[src/hdl/bsc_pkg.sv]
package bsc_pkg;

    // ------------------------------------------------------------
    // clock and switching-frequency limits
    // ------------------------------------------------------------
    localparam int          CLK_KHZ        = 125000;
    localparam int          CLK_PERIOD_NS  = 8;
    localparam int          FSW_MIN_KHZ    = 200;
    localparam int          FSW_MAX_KHZ    = 1600;
    // longest period is a floor, shortest a ceiling, so the range never leaves the window
    localparam logic [11:0] PERIOD_MAX_CYC = 12'(CLK_KHZ / FSW_MIN_KHZ);
    localparam logic [11:0] PERIOD_MIN_CYC = 12'((CLK_KHZ + FSW_MAX_KHZ - 1) / FSW_MAX_KHZ);
    localparam logic [11:0] RT_PERIOD_RST  = 12'h0B3;

    localparam int          LOSS_TIME_NS   = 10000;
    localparam logic [11:0] LOSS_CYC       = 12'((LOSS_TIME_NS + CLK_PERIOD_NS - 1) / CLK_PERIOD_NS);
    localparam int          MIN_OFF_NS     = 200;
    localparam logic [11:0] MIN_OFF_CYC    = 12'((MIN_OFF_NS + CLK_PERIOD_NS - 1) / CLK_PERIOD_NS);

    localparam logic [2:0]  DEAD_CYC       = 3'h2;
    localparam logic [9:0]  CLAMP_WAIT_CYC = 10'h200;
    localparam int          HICCUP_CYC_DEF = 16384;

    // ------------------------------------------------------------
    // register map
    // ------------------------------------------------------------
    localparam logic [7:0]  ADDR_CTRL      = 8'h00;
    localparam logic [7:0]  ADDR_RT_PERIOD = 8'h04;
    localparam logic [7:0]  ADDR_STATUS    = 8'h08;
    localparam int          CTRL_FORCE_RT  = 0;
    localparam int          STS_EXT        = 0;
    localparam int          STS_ACTIVE     = 1;
    localparam int          STS_HICCUP     = 2;
    localparam int          STS_OVP_LOCK   = 3;
    localparam int          STS_SRC_SKIP   = 4;
    localparam int          STS_SINK_BLK   = 5;
    localparam int          STS_STATE_LSB  = 8;

    typedef enum logic [6:0] {
        ST_IDLE   = 7'h01,
        ST_HS     = 7'h02,
        ST_DT_HL  = 7'h04,
        ST_LS     = 7'h08,
        ST_DT_LH  = 7'h10,
        ST_NONE   = 7'h20,
        ST_HICCUP = 7'h40
    } bsc_state_t;

    typedef struct packed {
        logic peak;
        logic src_lim;
        logic sink_lim;
        logic overvoltage_guard;
        logic below106;
        logic boot_uv;
        logic clamp;
        logic vin_ok;
        logic en_ok;
    } bsc_cmp_t;

    function automatic logic bsc_mapped(input logic [7:0] addr);
        bsc_mapped = (addr == ADDR_CTRL) || (addr == ADDR_RT_PERIOD) || (addr == ADDR_STATUS);
    endfunction : bsc_mapped

endpackage : bsc_pkg

[src/hdl/bsc_osc_if.sv]
`timescale 1ns/1ps
interface bsc_osc_if;
    logic        sync_raw;
    logic        force_rt;
    logic [11:0] rt_period;
    logic        cycle_start;
    logic        ext_mode;
    logic        near_end;

    modport ctrl (output sync_raw, force_rt, rt_period, input cycle_start, ext_mode, near_end);
    modport osc  (input sync_raw, force_rt, rt_period, output cycle_start, ext_mode, near_end);
endinterface : bsc_osc_if

[src/hdl/bsc_osc.sv]
`timescale 1ns/1ps
module bsc_osc
    import bsc_pkg::*;
(
    input  wire logic clk,
    input  wire logic rst,
    bsc_osc_if.osc    o
);

    typedef struct packed {
        logic        s1;
        logic        s2;
        logic        s3;
        logic        ext;
        logic [11:0] phase;
        logic [11:0] gap;
        logic [11:0] period;
        logic        cs;
        logic        near;
    } bsc_osc_st_t;

    bsc_osc_st_t q;
    bsc_osc_st_t n;
    logic        rise;
    logic        fall;
    logic        start;
    logic [11:0] eff_period;

    always_comb begin
        n    = q;
        n.s1 = o.sync_raw;
        n.s2 = q.s1;
        n.s3 = q.s2;
        rise = q.s2 & ~q.s3;
        fall = ~q.s2 & q.s3;
        if (rise || fall) begin
            n.gap = '0;
        end else if (q.gap < LOSS_CYC) begin
            n.gap = 12'(q.gap + 12'h001);
        end
        if (!q.ext) begin
            n.ext = rise & ~o.force_rt;
        end else if (o.force_rt || q.gap >= LOSS_CYC) begin
            n.ext = 1'b0;
        end
        if (q.ext) begin
            // without edges the cycle stretches to the slowest period, i.e. frequency drops
            start = fall || (q.phase >= 12'(PERIOD_MAX_CYC - 12'h001));
        end else begin
            start = q.phase >= 12'(o.rt_period - 12'h001);
        end
        if (q.ext && fall) begin
            n.period = 12'(q.phase + 12'h001);
        end
        n.cs    = start;
        n.phase = start ? 12'h000 : 12'(q.phase + 12'h001);
        eff_period = q.ext ? q.period : o.rt_period;
        n.near  = 12'(n.phase + MIN_OFF_CYC) >= eff_period;
    end

    always_ff @(posedge clk or posedge rst) begin
        if (rst) begin
            q <= '0;
        end else begin
            q <= n;
        end
    end

    assign o.cycle_start = q.cs;
    assign o.ext_mode    = q.ext;
    assign o.near_end    = q.near;

    a_loss_revert : assert property (@(posedge clk) disable iff (rst)
        (q.ext && q.gap >= LOSS_CYC) |=> !q.ext)
        else $error("sync mode kept after clock loss");

    a_fall_start : assert property (@(posedge clk) disable iff (rst)
        (q.ext && !q.s2 && q.s3) |=> q.cs)
        else $error("falling sync edge did not start a cycle");

endmodule : bsc_osc

[src/hdl/bsc_top.sv]
// Chosen here: the register offsets and the APB register port.
`timescale 1ns/1ps
// ------------------------------------------------------------
// switch-cycle supervisor top
// ------------------------------------------------------------
// Behaviour
// - internal oscillator frequency 200 to 1600 kHz
// - sync mode: cycle starts on falling edge
// - first rising sync edge enters sync mode
// - 10 us without edges returns to resistor mode
// - keep high side on near cycle end
// - bootstrap low forces low side on
// - overvoltage holds high side off, low on
// - overvoltage release only at next cycle
// - peak current ends high-side pulse
// - 512 clamped cycles trigger long hiccup
// - sourcing limit at cycle end skips pulse
// - resume high side at the first cycle start after sourcing limit clears
// - sinking limit turns everything off
// - low side back after high pulse
// - active only with supply and enable
// - enable low stops switching
module bsc_top
    import bsc_pkg::*;
#(
    parameter int HICCUP_CYC = HICCUP_CYC_DEF
)(
    input  wire logic        REF_CLK,
    input  wire logic        RST,
    input  wire logic        PSEL,
    input  wire logic        PENABLE,
    input  wire logic        PWRITE,
    input  wire logic [7:0]  PADDR,
    input  wire logic [31:0] PWDATA,
    output logic      [31:0] PRDATA,
    output logic             PREADY,
    output logic             PSLVERR,
    input  wire logic        PEAK_TRIP,
    input  wire logic        LS_SRC_LIM,
    input  wire logic        LS_SINK_LIM,
    input  wire logic        FB_ABOVE_108,
    input  wire logic        FB_BELOW_106,
    input  wire logic        BOOT_UV,
    input  wire logic        COMP_CLAMP_HI,
    input  wire logic        VIN_ABOVE_UNDERVOLTAGE_LOCKOUT,
    input  wire logic        EN_ABOVE_TH,
    input  wire logic        FREQ_SYNC_I,
    output logic             FREQ_SYNC_O,
    output logic             FREQ_SYNC_OE,
    output logic             HS_ON,
    output logic             LS_ON,
    output logic             DEV_ACTIVE
);

    localparam logic [14:0] HIC_LAST = 15'(HICCUP_CYC - 1);

    typedef struct packed {
        bsc_cmp_t    c1;
        bsc_cmp_t    c2;
        bsc_state_t  state;
        logic [2:0]  dead;
        logic [9:0]  clamp_cnt;
        logic [14:0] hic_cnt;
        logic        ovp_lock;
        logic        src_skip;
        logic        sink_block;
        logic        hs;
        logic        ls;
        logic        pin_oe;
        logic        active;
        logic        force_rt;
        logic [11:0] rt_period;
        logic [31:0] prdata;
        logic        pready;
        logic        pslverr;
    } bsc_top_st_t;

    bsc_top_st_t q;
    bsc_top_st_t n;
    bsc_cmp_t    cmp_in;
    logic        act;
    logic        cs;
    logic        hic_trip;
    logic        want_hs;
    logic        leave_hs;
    logic        setup;
    logic        access;
    logic [11:0] wr_period;
    logic [31:0] status;

    bsc_osc_if osc_if ();

    bsc_osc u_osc (
        .clk (REF_CLK),
        .rst (RST),
        .o   (osc_if)
    );

    assign osc_if.sync_raw  = FREQ_SYNC_I;
    assign osc_if.force_rt  = q.force_rt;
    assign osc_if.rt_period = q.rt_period;

    assign cmp_in = '{peak: PEAK_TRIP, src_lim: LS_SRC_LIM, sink_lim: LS_SINK_LIM,
                      overvoltage_guard: FB_ABOVE_108, below106: FB_BELOW_106, boot_uv: BOOT_UV,
                      clamp: COMP_CLAMP_HI, vin_ok: VIN_ABOVE_UNDERVOLTAGE_LOCKOUT, en_ok: EN_ABOVE_TH};

    // ------------------------------------------------------------
    // next-state logic
    // ------------------------------------------------------------
    always_comb begin
        n        = q;
        // comparator flags are asynchronous: two stages before use
        n.c1     = cmp_in;
        n.c2     = q.c1;
        act      = q.c2.vin_ok & q.c2.en_ok;
        n.active = act;
        cs       = osc_if.cycle_start;
        hic_trip = 1'b0;

        if (q.c2.overvoltage_guard) begin
            n.ovp_lock = 1'b1;
        end else if (cs && q.c2.below106) begin
            n.ovp_lock = 1'b0;
        end

        if (cs) begin
            n.src_skip = q.c2.src_lim;
        end

        // clamp counter clears
        // no switching in hiccup, so clamped cycles there do not count
        if (!q.c2.clamp || (q.state == ST_HICCUP)) begin
            n.clamp_cnt = '0;
        end else if (cs) begin
            if (q.clamp_cnt == CLAMP_WAIT_CYC) begin
                hic_trip    = 1'b1;
                n.clamp_cnt = '0;
            end else begin
                n.clamp_cnt = 10'(q.clamp_cnt + 10'h001);
            end
        end

        want_hs  = ~q.c2.boot_uv & ~n.ovp_lock & ~n.src_skip;
        leave_hs = q.c2.boot_uv | n.ovp_lock | (q.c2.peak & ~osc_if.near_end) | (cs & ~want_hs);
        n.dead   = (q.dead != 3'h0) ? 3'(q.dead - 3'h1) : 3'h0;

        unique case (q.state)
            ST_IDLE: begin
                if (cs) begin
                    n.state = want_hs ? ST_HS : ST_LS;
                end
            end
            ST_HS: begin
                if (leave_hs) begin
                    n.state = ST_DT_HL;
                    n.dead  = DEAD_CYC;
                    n.sink_block = 1'b0;
                end
            end
            ST_DT_HL: begin
                if (q.dead == 3'h0) begin
                    n.state = ST_LS;
                end
            end
            ST_LS: begin
                if (q.c2.sink_lim && !q.c2.boot_uv) begin
                    n.state      = ST_NONE;
                    n.sink_block = 1'b1;
                end else if (cs && want_hs) begin
                    n.state = ST_DT_LH;
                    n.dead  = DEAD_CYC;
                end
            end
            ST_DT_LH: begin
                if (q.dead == 3'h0) begin
                    n.state = want_hs ? ST_HS : ST_LS;
                end
            end
            ST_NONE: begin
                if (q.c2.boot_uv) begin
                    n.state      = ST_LS;
                    n.sink_block = 1'b0;
                end else if (cs) begin
                    // both already off, so no extra dead time is needed
                    n.state = want_hs ? ST_HS : ST_NONE;
                end
            end
            ST_HICCUP: begin
                if (cs) begin
                    if (q.hic_cnt == HIC_LAST) begin
                        n.state = ST_IDLE;
                    end else begin
                        n.hic_cnt = 15'(q.hic_cnt + 15'h0001);
                    end
                end
            end
            default: begin
                n.state = ST_IDLE;
            end
        endcase

        if (hic_trip) begin
            n.state   = ST_HICCUP;
            n.hic_cnt = '0;
        end
        if (!act) begin
            n.state      = ST_IDLE;
            n.clamp_cnt  = '0;
            n.hic_cnt    = '0;
            n.src_skip   = 1'b0;
            n.sink_block = 1'b0;
        end
        n.hs     = (n.state == ST_HS);
        n.ls     = (n.state == ST_LS);
        n.pin_oe = ~osc_if.ext_mode;

        // APB: zero wait states, read data captured in the setup cycle, write data taken in the access cycle
        setup     = PSEL & ~PENABLE;
        access    = PSEL & PENABLE & q.pready;
        n.pready  = setup;
        n.pslverr = setup & ~bsc_mapped(PADDR);
        status    = '0;
        status[STS_EXT]      = osc_if.ext_mode;
        status[STS_ACTIVE]   = q.active;
        status[STS_HICCUP]   = (q.state == ST_HICCUP);
        status[STS_OVP_LOCK] = q.ovp_lock;
        status[STS_SRC_SKIP] = q.src_skip;
        status[STS_SINK_BLK] = q.sink_block;
        status[STS_STATE_LSB +: $bits(bsc_state_t)] = q.state;
        if (setup) begin
            n.prdata = '0;
            if (!PWRITE) begin
                unique case (PADDR)
                    ADDR_CTRL:      n.prdata[CTRL_FORCE_RT] = q.force_rt;
                    ADDR_RT_PERIOD: n.prdata[11:0] = q.rt_period;
                    ADDR_STATUS:    n.prdata = status;
                    default:        n.prdata = '0;
                endcase
            end
        end
        wr_period = PWDATA[11:0];
        if (wr_period < PERIOD_MIN_CYC) begin
            wr_period = PERIOD_MIN_CYC;
        end else if (wr_period > PERIOD_MAX_CYC) begin
            wr_period = PERIOD_MAX_CYC;
        end
        if (access && PWRITE) begin
            if (PADDR == ADDR_CTRL) begin
                n.force_rt = PWDATA[CTRL_FORCE_RT];
            end else if (PADDR == ADDR_RT_PERIOD) begin
                n.rt_period = wr_period;
            end
        end
    end

    // ------------------------------------------------------------
    // state register
    // ------------------------------------------------------------
    always_ff @(posedge REF_CLK or posedge RST) begin
        if (RST) begin
            q           <= '0;
            q.state     <= ST_IDLE;
            q.pin_oe    <= 1'b1;
            q.rt_period <= RT_PERIOD_RST;
        end else begin
            q <= n;
        end
    end

    assign PRDATA       = q.prdata;
    assign PREADY       = q.pready;
    assign PSLVERR      = q.pslverr;
    assign FREQ_SYNC_O  = 1'b0;
    assign FREQ_SYNC_OE = q.pin_oe;
    assign HS_ON        = q.hs;
    assign LS_ON        = q.ls;
    assign DEV_ACTIVE   = q.active;

    // ------------------------------------------------------------
    // checks
    // ------------------------------------------------------------
    // no cross conduction
    a_no_overlap : assert property (@(posedge REF_CLK) disable iff (RST)
        !(q.hs && q.ls))
        else $error("both switches on");

    a_dead_time : assert property (@(posedge REF_CLK) disable iff (RST)
        $fell(q.ls) |-> !q.hs ##1 !q.hs ##1 !q.hs)
        else $error("high side on inside dead time");

    a_ovp_hs_off : assert property (@(posedge REF_CLK) disable iff (RST)
        q.c2.overvoltage_guard |=> !q.hs)
        else $error("high side on during overvoltage");

    a_ovp_release : assert property (@(posedge REF_CLK) disable iff (RST)
        $rose(q.hs) |-> !q.ovp_lock)
        else $error("high side turned on under overvoltage lock");

    a_boot_uv_off : assert property (@(posedge REF_CLK) disable iff (RST)
        q.c2.boot_uv |=> !q.hs)
        else $error("high side on with bootstrap low");

    a_sink_cut : assert property (@(posedge REF_CLK) disable iff (RST)
        (q.ls && q.c2.sink_lim && !q.c2.boot_uv) |=> (!q.ls && !q.hs))
        else $error("low side kept on past sink limit");

    a_sink_hold : assert property (@(posedge REF_CLK) disable iff (RST)
        (q.state == ST_NONE && !q.c2.boot_uv) |=> !q.ls)
        else $error("low side back on before a high pulse");

    a_skip_blocks : assert property (@(posedge REF_CLK) disable iff (RST)
        $rose(q.hs) |-> !q.src_skip)
        else $error("high pulse while sourcing limit active");

    a_hiccup_entry : assert property (@(posedge REF_CLK) disable iff (RST)
        (q.state != ST_HICCUP) ##1 (q.state == ST_HICCUP) |-> $past(q.clamp_cnt) == CLAMP_WAIT_CYC)
        else $error("hiccup entered before wait count");

    a_clamp_clear : assert property (@(posedge REF_CLK) disable iff (RST)
        !q.c2.clamp |=> (q.clamp_cnt == 10'h000))
        else $error("clamp counter not cleared");

    a_inactive_off : assert property (@(posedge REF_CLK) disable iff (RST)
        !(q.c2.vin_ok && q.c2.en_ok) |=> (!q.hs && !q.ls && q.state == ST_IDLE))
        else $error("switching while inactive");

    a_period_range : assert property (@(posedge REF_CLK) disable iff (RST)
        (q.rt_period >= PERIOD_MIN_CYC) && (q.rt_period <= PERIOD_MAX_CYC))
        else $error("programmed period out of range");

    a_pin_release : assert property (@(posedge REF_CLK) disable iff (RST)
        osc_if.ext_mode |=> !FREQ_SYNC_OE)
        else $error("sync pin still driven in sync mode");

endmodule : bsc_top

[config.mk]
export PLATFORM = sky130hd
export DESIGN_NAME = bsc_top
export DESIGN_NICKNAME = d
export VERILOG_FILES = /design/src/hdl/bsc_pkg.sv /design/src/hdl/bsc_osc_if.sv /design/src/hdl/bsc_osc.sv /design/src/hdl/bsc_top.sv
export SDC_FILE = /design/constraint.sdc
export NUM_CORES = 1
export LEC_CHECK = 0
export BUFFER_PORTS_ARGS = -buffer_cell sky130_fd_sc_hd__buf_2
export CORE_MARGIN = 5
export CORE_UTILIZATION = 30
export CTS_BUF_LIST = sky130_fd_sc_hd__clkbuf_8
export DETAILED_ROUTE_END_ITERATION = 10
export PLACE_DENSITY_LB_ADDON = 0.12
export SLEW_MARGIN = 20
export SYNTH_ARGS = -nofsm -noshare
export SYNTH_HDL_FRONTEND = slang
export SYNTH_SLANG_ARGS = --single-unit
[constraint.sdc]
create_clock -name REF_CLK -period 6.2 [get_ports REF_CLK]
set_input_delay 0 -clock REF_CLK [delete_from_list [all_inputs] [get_ports REF_CLK]]
set_output_delay 0 -clock REF_CLK [all_outputs]
set_load 0.02 [all_outputs]
=== After elaboration in Yosys (flattened, before gate mapping) ===
Index checks and enable logic that the tools add are counted.

* Bits in registers: 149
* Bits of input ports: 55
* Logic and storage cells: 176
* Bits in read-only memories: 0
* Output and inout bits: 39
* Memories: 0
* Latch bits: 0
* Bits in writable memories: 0

* Div/mod/pow operators: 0
* Multipliers: 0
* Multiplexer cells: 50
* Reduce and logical (&&, ||, !) cells: 21
* Shifts and indexed selects: 0
* Magnitude comparators: 7
* $add $sub $neg: 7
* Equality and inequality tests: 21
* Bitwise gates (word level): 27

{| class="wikitable"
|+ Operators by type and width
! kind !! number
|-
| 15-bit two-way mux || 5
|-
| 12-bit two-way mux || 6
|-
| 7-bit two-way mux || 10
|-
| 10-bit two-way mux || 5
|-
| 7-bit one-hot mux with 7 select lines || 1
|-
| 25-bit two-way mux || 1
|-
| 12-bit by 1-bit adder with 12-bit output, second input constant || 2
|-
| 12-bit greater-or-equal comparator || 2
|-
| 11-bit one-hot mux with 2 select lines || 1
|-
| 15-bit by 1-bit adder with 15-bit output, second input constant || 1
|-
| 15-bit by 14-bit equality test with 1-bit output, second input constant || 1
|-
| 7-bit by 2-bit equality test with 1-bit output, second input constant || 2
|-
| 7-bit by 4-bit equality test with 1-bit output, second input constant || 2
|-
| 12-bit by 5-bit adder with 12-bit output, second input constant || 1
|-
| 1-bit bitwise AND || 12
|-
| 12-bit by 10-bit greater-or-equal comparator with 1-bit output, second input constant || 1
|-
| 12-bit by 11-bit greater-or-equal comparator with 1-bit output, second input constant || 1
|-
| 12-bit by 10-bit > comparator with 1-bit output, second input constant || 1
|-
| 12-bit by 11-bit < comparator with 1-bit output, second input constant || 1
|-
| 12-bit by 7-bit < comparator with 1-bit output, second input constant || 1
|-
| 1-bit two-way mux || 12
|-
| 3-bit != test, second input constant || 4
|-
| 1-bit inverter || 12
|-
| 12-bit by 1-bit subtractor with 12-bit output, second input constant || 1
|-
| other kinds (29) || 47
|}

=== Longest topological paths before layout ===
Gate-level depths: netlist of the first run.

* Depth in word-level cells: 14
* Depth in mapped cells: 19
* Gate-level depth less buffers: 18

=== By module ===
From an unflattened synthesis of the first run, not the netlist that was laid out.

* Cell total of the unflattened synthesis: 799
* Area total of the unflattened synthesis: 7,465.9 µm²

{| class="wikitable"
|+ By module, submodules not included
! module !! area an instance (µm²) !! sequential area each (µm²) !! instances !! cells each
|-
| bsc_top || 4,555.6 || 2,260.9 || 1 || 480
|-
| bsc_osc || 2,910.3 || 1,051.0 || 1 || 319
|}

=== Least setup slack after synthesis of the first run ===
OpenSTA, ideal clock, no wires.

* Path kind: reg2reg
* Start point: reg, netlist name osc_if.rt_period[7]
* End point: reg u_osc.q (netlist bit u_osc.o.near_end)
* Cell stages (with the launch flop): 17
* Buffers on the path: 1
* Required time: 6,068 ps
* Path slack: 2,148 ps
* Arrival time: 3,921 ps
* Library setup time: 132 ps
* Clock period less this slack: 4,052 ps
* Path through: dfstp_2 clkbuf_1 or4_1 nor3_1 xnor2_1 ha_1 nand4_1 nor2_1 a2111oi_0 a31oi_1 or3b_2 ha_1 a21o_1 a2111oi_0 o21ai_0 a221oi_1 o21ai_0

{| class="wikitable"
|+ RTL lines
! element !! RTL line !! RTL
|-
| to (signal assigned) || bsc_osc.sv:65 || <nowiki>q <= n;</nowiki>
|-
| to (decl) || bsc_osc.sv:22 || <nowiki>bsc_osc_st_t q;</nowiki>
|}

==> results of run 1 <==
==> state kept, by name (all words and copies together), names as in the netlist, 2 cells and up <==
name and flops:
q 47, u_osc.q 37, PRDATA 15, osc_if.rt_period 12, n 9, u_osc.n 2
==> kinds of logic after synthesis <==
logic type / after synthesis
AOI/OAI and AO/OA: 135
xor gates and xnor gates: 51
adders and majority gates: 34
buffers and inverters: 85
DFF: 132
muxes: 17
other: 1
and+or+nand+nor: 303
==> layout make-up <==
| type | count | area, sq um |
|---|---|---|
| fill | 2392 | 15300 |
| multi-input combinational | 558 | 3550 |
| sequential | 132 | 3310 |
| timing repair buffer | 84 | 561 |
| tap | 319 | 399 |
| clock buffer | 20 | 275 |
| clock inverter | 12 | 140 |
| inverter | 24 | 95.1 |
==> how the worst max path moves through the flow <==
| stage | startpoint | endpoint | slack (ns) | depth (start not counted) |
|---|---|---|---|---|
| 6_report | osc_if.rt_period[3]$_DFFE_PP0P_ | u_osc.o.near_end$_DFF_PP0_ | 1.50 | 16 |
| 4_1_cts | osc_if.rt_period[3]$_DFFE_PP0P_ | u_osc.o.near_end$_DFF_PP0_ | 1.41 | 16 |
| 3_3_place_gp | osc_if.rt_period[3]$_DFFE_PP0P_ | u_osc.o.near_end$_DFF_PP0_ | 1.51 | 16 |
| 2_1_floorplan | osc_if.rt_period[7]$_DFFE_PP1P_ | u_osc.o.near_end$_DFF_PP0_ | 2.15 | 16 |
| 3_5_place_dp | osc_if.rt_period[3]$_DFFE_PP0P_ | u_osc.o.near_end$_DFF_PP0_ | 1.42 | 16 |
| 5_1_grt | osc_if.rt_period[3]$_DFFE_PP0P_ | u_osc.o.near_end$_DFF_PP0_ | 0.99 | 16 |
==> cells in the mapped netlist, drive strengths merged, types with 7 or more instances <==
cell type,number
a22oi,10
xor2,27
nor3,31
nand2,64
dfrtp,125
nor2,81
ha,34
a31oi,9
nor3b,7
clkbuf,24
nor4,11
o21ai,32
o21a,7
nor2b,11
buf,37
inv,24
a21oi,33
mux2i,14
nand3,23
and2,14
xnor2,24
dfstp,7
nand4,17
and3,9
nand2b,9
==> stage by stage <==
stage | utilization (%) | std cells | instance area (sq um) | setup WS [ns] | total power, W
6_report | 35.3 | 1149 | 8330 | 1.50 | 0.00208
3_5_place_dp | 32.4 | 1090 | 7650 | 1.42 | 0.00132
4_1_cts | 35.3 | 1149 | 8330 | 1.41 | 0.00211
2_1_floorplan | - | 775 | 7310 | 2.15 | 0.00123
3_3_place_gp | 32.4 | 1090 | 7650 | 1.51 | 0.00132
5_1_grt | 35.3 | 1149 | 8330 | 0.987 | 0.00221
==> routing by layer <==
metal  vias to the layer above  GRT usage [%]  share of wire (%)
met1                      2693           18.5                 50
met2                       117           21.0                 44
met3                        30           2.93                4.5
met5                         -              0                  0
met4                         0           4.50                1.7
li1                       2741              -                  -
==> where the power goes <==
| part | switching (W) | internal, W | leakage, nW |
|---|---|---|---|
| Sequential | 0.0000580 | 0.000910 | 1.72 |
| Combinational | 0.000198 | 0.000149 | 1.80 |
| Clock | 0.000336 | 0.000424 | 0.224 |
| Total | 0.000592 | 0.00148 | 3.75 |
==> worst max-delay path, cell delays in order, from the launching register on <==
cell and delay [ns]:
dfrtp_1 0.48, nor4_1 0.36, nand2_1 0.15, nor4_1 0.26, xnor2_1 0.17, ha_1 0.26, nand4_1 0.12, nor2_1 0.07
a2111oi_0 0.50, a31oi_2 0.31, or3b_2 0.54, ha_1 0.21, a21o_1 0.15, a2111oi_0 0.36, o21ai_0 0.23, a221oi_1 0.28
o21ai_0 0.12
==> timing repair <==
item                                   CTS  global route
hold buffers                            27             0
endpoints found under the hold margin  100             0
resized for setup                        0             0
==> flow_summary_export.csv, run 1 <==
group,metric,value,unit
status,outcome,"complete, no violations",
placed_design,hpwlAfterDp,13100,um
detailed_routing,ant_nets,0,
cts,cts_setup_buffers,0,
critical_path,worst-r2r-setup-slack,1.50,ns
timing,setup_viol,0,
hold_path,min_delay_path_depth,4,
synth,yosysTopAreaCell,"dfrtp_1",
detailed_routing,drt-pass1-iter-count,5,
finish,diodes,0,
die,die_w,165,um
synth,synth_top_cell_area_share,43.2,%
finish,final_common_cell,"dfrtp_1",
cts,h-tree-depth,4,
cts,clkLatencyLatePin,0.44,ns
critical_path,worstRegToRegCells,16,
timing,holdWs,0.0439,ns
cts,cts.reportedPaths.clkPinSlew,0.08,ns
synth,synthAdderAreaFrac,5.87,%
grt,grt_pass1_wl,29000,um
synth,ys_warn_count,0,
critical_path,cp_max_fo,10,
cts,clock-sinks,132,
timing,fin_setup_tns,0,ns
synth,synth_top_family_by_area,"simple AND/OR/NAND/NOR gates",
synth,synthCells,758,
die,start_util,30.7,%
hold_path,holdCritPathClass,"in -> reg",
finish,fin_nets,906,
detailed_routing,drt_iter0_drc,305,
detailed_routing,wl_per_cell,15.4,um
grt,antenna_found_initial,0,
die,core,23600,sq um
timing,fin_crit,4.70,ns
synth,synthMuxAreaShare,2.40,%
die,ios,94,
cts,clk_path_buf_depth,2,
synth,synth_xor_area_share,6.16,%
cts,cts_tree,"built",
hold_path,min_to,"osc_if.rt_period[4]$_DFFE_PP1P_",
synth,synthArstFlopShare,100,%
timing,max_freq,213,MHz
timing,finalHoldViolCount,0,
synth,syn_area_per_cell,9.56,sq um
cts,numCtsBuffers,17,
synth,ys_seq_area_share,45.7,%
job,cap_violations,0,
finish,final_cell_mix,"dfrtp_1, nor2_1, nand2_1",
placed_design,globalplace.congestion,0.807,
detailed_routing,vias,5581,
detailed_routing,drc_errors,0,
critical_path,reg2reg_to,"u_osc.o.near_end$_DFF_PP0_",
hold_path,min_from,"PWDATA[11]",
grt,grt_start_max_net_pins,76,
timing,max-slew-margin-rel,34.7,%
grt,grt_pass1_vias,5592,
timing,drv_slew,0,
critical_path,reg2reg_from,"osc_if.rt_period[3]$_DFFE_PP0P_",
critical_path,worst_ep_required_time,6.53,ns
critical_path,critPathCaptureType,"flip-flop",
die,die_area,27400,sq um
synth,synth-simple-area-share,21.1,%
finish,syn_to_final_growth,15.0,%
critical_path,path_class,"reg -> reg",
timing,post-route-period-util,75.8,%
timing,finClkSkew,0.0138,ns
synth,synth_cell_types,67,
synth,netlist_area,7250,sq um
power_and_ir_drop,p_per_area,249,nW/um^2
finish,drive_above_1_share,13.1,%
synth,ys_seq_elements,132,
synth,synth_edf_count,0,
synth,synth_flop_cell,"dfrtp_1",
die,fp-row-count,56,
grt,overflow,0,
die,die_y,165,um
placed_design,port_buffers,55,
detailed_routing,drt-total-wl,17700,um
grt,grt_usage,13.4,%
timing,grt_setup_unrepaired,"no",
power_and_ir_drop,p_leak,3.75,nW
critical_path,cp.arrival,5.03,ns
timing,tightest_slew,0.972,ns
detailed_routing,viasPerCell,4.86,
power_and_ir_drop,vdd_ir_drop_max,0.0916,mV
critical_path,crit_path_start_kind,"flip-flop",
synth,synth.area.top_cells,"dfrtp_1, ha_1, nor2_1",
cts,cts_root_buf,"clkbuf_8",
synth,synth_compound_gate_area_share,12.5,%
No activity file was read; power rests on OpenSTA's default activity.
==> run 2, diff against run 1 <==
Clock period 6.2 ns to 4.8 ns, I/O delays scaled along.
==> run 2 against run 1 <==
Effect of this change:
- combinational power up 34%
- register-to-register slack worse by 1.0 ns
- largest cell class unchanged
- worst setup slack got worse by 1.0 ns
- maximum frequency grew 9.0%
- sequential cell count unchanged
- clock-buffer cell count decreased by 1
- final cell count grew 0.70%
- global-route usage increased by 0.39 points
- critical endpoint unchanged
- clock power rose by 28%
==> flow_summary_export.csv, run 2 (synthesized netlist as in run 1, its figures left out) <==
group,metric,value,unit
timing,setup_viol,0,
power_and_ir_drop,vdd_ir_drop_max,0.144,mV
timing,finClkSkew,0.0169,ns
power_and_ir_drop,p_leak,3.76,nW
critical_path,path_class,"reg -> reg",
placed_design,hpwlAfterDp,13200,um
grt,grt_usage,13.8,%
timing,max-slew-margin-rel,32.1,%
detailed_routing,drt-pass1-iter-count,4,
detailed_routing,ant_nets,0,
cts,clkLatencyLatePin,0.46,ns
grt,grt_pass1_vias,5625,
detailed_routing,viasPerCell,4.84,
status,outcome,"complete, no violations",
cts,cts_root_buf,"clkbuf_8",
cts,h-tree-depth,4,
cts,cts_tree,"built",
detailed_routing,drt-total-wl,18100,um
cts,cts.reportedPaths.clkPinSlew,0.08,ns
job,cap_violations,0,
finish,final_cell_mix,"dfrtp_1, nor2_1, nand2_1",
critical_path,critPathCaptureType,"flip-flop",
die,die_y,165,um
cts,clk_path_buf_depth,2,
grt,grt_start_max_net_pins,89,
grt,antenna_found_initial,0,
grt,overflow,0,
grt,grt_pass1_wl,29700,um
finish,diodes,0,
finish,syn_to_final_growth,15.9,%
detailed_routing,drt_iter0_drc,372,
cts,clock-sinks,132,
finish,final_common_cell,"dfrtp_1",
timing,tightest_slew,1.01,ns
hold_path,holdCritPathClass,"in -> reg",
finish,largest_reg_flops,47,
die,die_area,27400,sq um
critical_path,cp.arrival,4.64,ns
power_and_ir_drop,p_per_area,319,nW/um^2
finish,final_util,35.6,%
placed_design,place_inst,1096,
die,ios,94,
timing,drv_slew,0,
die,start_util,30.7,%
timing,fin_setup_tns,0,ns
cts,cts_setup_buffers,0,
timing,post-route-period-util,89.8,%
timing,holdWs,0.0565,ns
timing,fin_crit,4.31,ns
critical_path,crit_path_start_kind,"flip-flop",
die,core,23600,sq um
die,fp-row-count,56,
timing,finalHoldViolCount,0,
critical_path,cp_max_fo,23,
finish,drive_above_1_share,14.2,%
finish,fin_nets,914,
placed_design,port_buffers,55,
critical_path,worst_ep_required_time,5.13,ns
timing,max_freq,232,MHz
finish,final_cells,1157,
timing,grt_setup_unrepaired,"no",
die,die_w,165,um
detailed_routing,drc_errors,0,
detailed_routing,vias,5601,
detailed_routing,wl_per_cell,15.6,um
finish,regMostFlops,"q",
cts,numCtsBuffers,17,
placed_design,globalplace.congestion,0.854,
run 2: cell types whose count changed in the layout (fill, tap and decap cells not counted), sizes merged:
cell,delta
dlygate4sd3,+2
buf,+6
inv,+1
bufinv,-1
clkbuf,-1
clkinvlp,+1
run 2: metrics by stage:
stage / area, sq um / power [W] / setup slack (ns)
3_3_place_gp: 7690 / 0.00170 / 0.304
5_1_grt: 8400 / 0.00285 / 0.0550
4_1_cts: 8390 / 0.00272 / 0.254
3_5_place_dp: 7690 / 0.00171 / 0.310
6_report: 8400 / 0.00268 / 0.489
2_1_floorplan: 7310 / 0.00159 / 0.748
run 2: area by class of cell:
type | count | area (sq um)
Fill cell | 2380 | 15200
Multi-Input combinational cell | 558 | 3560
Sequential cell | 132 | 3310
Timing Repair Buffer | 92 | 626
Tap cell | 319 | 399
Clock buffer | 19 | 262
Clock inverter | 13 | 148
Inverter | 24 | 95.1
run 2: path summary, 6_finish.rpt:
check	depth (start not counted)	from	slack, ns	to
max	16	osc_if.rt_period[7]$_DFFE_PP1P_	0.49	u_osc.o.near_end$_DFF_PP0_
min	4	PWDATA[11]	0.06	osc_if.rt_period[5]$_DFFE_PP1P_
max reg2reg	16	osc_if.rt_period[7]$_DFFE_PP1P_	0.49	u_osc.o.near_end$_DFF_PP0_
min reg2reg	0	n[90]$_DFF_PP0_	0.35	q[90]$_DFF_PP0_
max in group asynchronous	4	RST	3.42	osc_if.rt_period[7]$_DFFE_PP1P_
min in group asynchronous	3	RST	0.26	n[97]$_DFF_PP0_
run 2: worst max-delay path, stage by stage, from the launching register on:
cell and delay [ns]:
dfstp_2 0.42, or4_1 0.56, nor3_1 0.20, xnor2_1 0.17, ha_1 0.27, nand4_1 0.13, nor2_1 0.08, a2111oi_2 0.39
a31oi_2 0.15, buf_4 0.24, nand2b_1 0.18, ha_1 0.31, a21o_1 0.18, a2111oi_0 0.36, o21ai_1 0.17, a221oi_1 0.26
o21ai_0 0.12
run 2: layer usage:
metal / share of wire (%) / global-route usage (%) / routed length, um / vias to the layer above
li1: - / - / - / 2773
met1: 49 / 19.5 / 8910 / 2691
met2: 45 / 21.5 / 8070 / 124
met3: 4.8 / 2.68 / 870 / 13
met4: 1.3 / 4.20 / 233 / 0
met5: 0 / 0 / 0 / -
run 2: power by group:
part | total, W | internal, W | switching (W)
Combinational | 0.000467 | 0.000196 | 0.000271
Sequential | 0.00124 | 0.00118 | 0.0000653
Clock | 0.000972 | 0.000497 | 0.000475
Total | 0.00268 | 0.00187 | 0.000811
run 2: repair_timing:
action / CTS / global route
endpoints found under the setup margin: 0 / 1
gates resized for setup: 0 / 3
hold buffers: 29 / 0
hold endpoints to repair: 113 / 0
==> run 3, diff against run 2 <==
Settings changed: CELL_PAD_IN_SITES_DETAIL_PLACEMENT set to 0, CELL_PAD_IN_SITES_GLOBAL_PLACEMENT set to 2, REMOVE_ABC_BUFFERS set to 1.
==> run 3 against run 2 <==
Effect of this change:
- clock power down 2%
- power is 0.73% lower
- maximum frequency down 3.3%
- worst setup slack worse by 0.15 ns
- global-route usage grew 0.75 points
- sequential share of layout area increased by 0.19 points
- routed wire length increased by 5.2%
- worst hold slack worse by 0.020 ns
- critical path depth unchanged
- critical endpoint unchanged
- register-to-register slack worse by 0.15 ns
- critical path type unchanged
==> flow_summary_export.csv, run 3 (synthesized netlist as in run 1, its figures left out) <==
group,metric,value,unit
grt,grt_usage,14.6,%
die,fp-row-count,56,
placed_design,globalplace.congestion,0.815,
job,cap_violations,0,
die,die_area,27400,sq um
power_and_ir_drop,switching_share,31.0,%
finish,largest_reg_flops,47,
cts,cts_root_buf,"clkbuf_8",
grt,grt_start_max_net_pins,85,
detailed_routing,viasPerCell,4.85,
power_and_ir_drop,p_leak,3.76,nW
finish,syn_to_final_growth,15.4,%
power_and_ir_drop,p_comb_share,17.4,%
detailed_routing,drc_errors,0,
finish,final_util,35.4,%
critical_path,critPathCaptureType,"flip-flop",
placed_design,port_buffers,55,
timing,finalHoldViolCount,0,
critical_path,crit_chain,"nor4_1 -> nand2_1 -> nor4_1 -> xnor2_1 -> ha_1 -> nand4_1 -> nor2_1 -> a2111oi_2 -> a31oi_2 -> or3b_2 -> ha_1 -> a21o_1 -> a2111oi_0 -> o21ai_0 -> a221oi_1 -> o21ai_0",
power_and_ir_drop,sequentialPowerShare,46.8,%
critical_path,worstRegToRegCells,16,
critical_path,reg2reg_from,"osc_if.rt_period[5]$_DFFE_PP1P_",
critical_path,cp.arrival,4.76,ns
grt,overflow,0,
power_and_ir_drop,p_int,0.00184,W
placed_design,hpwlAfterDp,14200,um
critical_path,crit_slowest_cell,"or3b_2",
critical_path,path_class,"reg -> reg",
detailed_routing,drt-pass1-iter-count,5,
detailed_routing,drt_iter0_drc,284,
finish,drive_above_1_share,14.4,%
timing,finClkSkew,0.0195,ns
power_and_ir_drop,p_per_area,318,nW/um^2
critical_path,reg2reg_to,"u_osc.o.near_end$_DFF_PP0_",
cts,clk_path_buf_depth,2,
cts,clkLatencyLatePin,0.45,ns
grt,grt_pass1_wl,31000,um
status,outcome,"complete, no violations",
critical_path,cp_top_family,"compound AO/OA/AOI/OAI gates",
power_and_ir_drop,p_sw,0.000824,W
die,core,23600,sq um
timing,fin_crit,4.46,ns
detailed_routing,drt-total-wl,19000,um
critical_path,crit_path_start_kind,"flip-flop",
timing,fin_setup_tns,0,ns
detailed_routing,wl_per_cell,16.5,um
cts,clock-sinks,132,
power_and_ir_drop,clockPowerShare,35.8,%
finish,final_cells,1156,
cts,numCtsBuffers,17,
cts,cts_setup_buffers,0,
detailed_routing,vias,5601,
timing,post-route-period-util,92.9,%
timing,grt_setup_unrepaired,"no",
timing,drv_slew,0,
die,start_util,30.7,%
critical_path,worst-r2r-setup-slack,0.34,ns
timing,setup_viol,0,
critical_path,worst_ep_required_time,5.10,ns
finish,fin_nets,911,
die,die_y,165,um
cts,h-tree-depth,4,
timing,max_freq,224,MHz
placed_design,place_inst,1096,
finish,final_common_cell,"dfrtp_1",
detailed_routing,ant_nets,0,
critical_path,slowest_delay,0.49,ns
finish,regMostFlops,"q",
grt,antenna_found_initial,2,
finish,final_cell_mix,"dfrtp_1, nor2_1, nand2_1",
cts,cts_tree,"built",
timing,layout_setup_ws,0.343,ns
critical_path,crit_buf_inv,0,
cts,cts.reportedPaths.clkPinSlew,0.08,ns
timing,tightest_slew,0.930,ns
hold_path,min_delay_path_depth,4,
grt,grt_pass1_vias,5641,
power_and_ir_drop,vdd_ir_drop_max,0.199,mV
die,ios,94,
timing,max-slew-margin-rel,37.8,%
hold_path,min_to,"osc_if.rt_period[1]$_DFFE_PP1P_",
hold_path,min_from,"PWDATA[11]",
hold_path,holdCritPathClass,"in -> reg",
critical_path,cp_max_fo,5,
placed_design,place_ws,0.223,ns
die,die_w,165,um
[run 3: cell count changes in the layout (fill, tap and decap cells not counted), sizes merged]
cell         change
clkinv           +1
clkbuf           -2
diode            +2
dlygate4sd3      -3
inv              +1
[run 3: metal layers]
layer / vias up / share of wire, % / track usage (%)
li1: 2768 / - / -
met1: 2700 / 49 / 20.7
met2: 119 / 44 / 22.1
met3: 14 / 5.9 / 3.97
met4: 0 / 1.0 / 3.41
met5: - / 0 / 0
[run 3: worst min-delay path, delay by kind of cell]
family / cells / cell delay (ns)
buffers and inverters: 1 / 0.12
AO/OA/AOI/OAI: 2 / 0.19
AND/OR/NAND/NOR: 1 / 0.15
[run 3: layout make-up]
cell class | count | area, sq um
diodes | 2 | 5.00
clock buffers | 17 | 234
clock inverters | 15 | 154
fillers | 2443 | 15300
inverters | 24 | 95.1
multi-input cells | 558 | 3560
flip-flops and latches | 132 | 3310
well taps | 319 | 399
repair buffers | 89 | 596
[run 3: metrics by stage]
stage / instance area [sq um] / hold slack (ns) / total power [W]
global placement: 7690 / 0.108 / 0.00171
detailed placement: 7690 / 0.109 / 0.00172
CTS: 8340 / 0.00331 / 0.00271
finish: 8360 / 0.0361 / 0.00266
floorplan: 6950 / 0.0314 / 0.00157
global route: 8360 / 0.0237 / 0.00283
[run 3: worst max path at each step]
stage | from | endpoint | slack, ns | cells past startpoint
floorplan | osc_if.rt_period[8]$_DFFE_PP0P_ | u_osc.o.near_end$_DFF_PP0_ | 0.43 | 15
global placement | osc_if.rt_period[5]$_DFFE_PP1P_ | u_osc.o.near_end$_DFF_PP0_ | 0.34 | 16
detailed placement | osc_if.rt_period[5]$_DFFE_PP1P_ | u_osc.o.near_end$_DFF_PP0_ | 0.22 | 16
CTS | osc_if.rt_period[5]$_DFFE_PP1P_ | u_osc.o.near_end$_DFF_PP0_ | 0.18 | 16
global route | osc_if.rt_period[5]$_DFFE_PP1P_ | u_osc.o.near_end$_DFF_PP0_ | 0.07 | 16
finish | osc_if.rt_period[5]$_DFFE_PP1P_ | u_osc.o.near_end$_DFF_PP0_ | 0.34 | 16
[run 3: repair_timing]
item / CTS / global route
gates resized for setup: 0 / 3
endpoints found under the setup margin: 0 / 1
endpoints found under the hold margin: 105 / 0
hold buffers: 26 / 0
[run 3: power by group through the flow]
stage,Combinational (W),Sequential (W),Clock [W]
after global routing,0.000532,0.00126,0.00104
after floorplan,0.000318,0.00125,0
after CTS,0.000471,0.00125,0.000995
after detailed placement,0.000453,0.00127,0
final,0.000461,0.00125,0.000953
after global placement,0.000445,0.00127,0
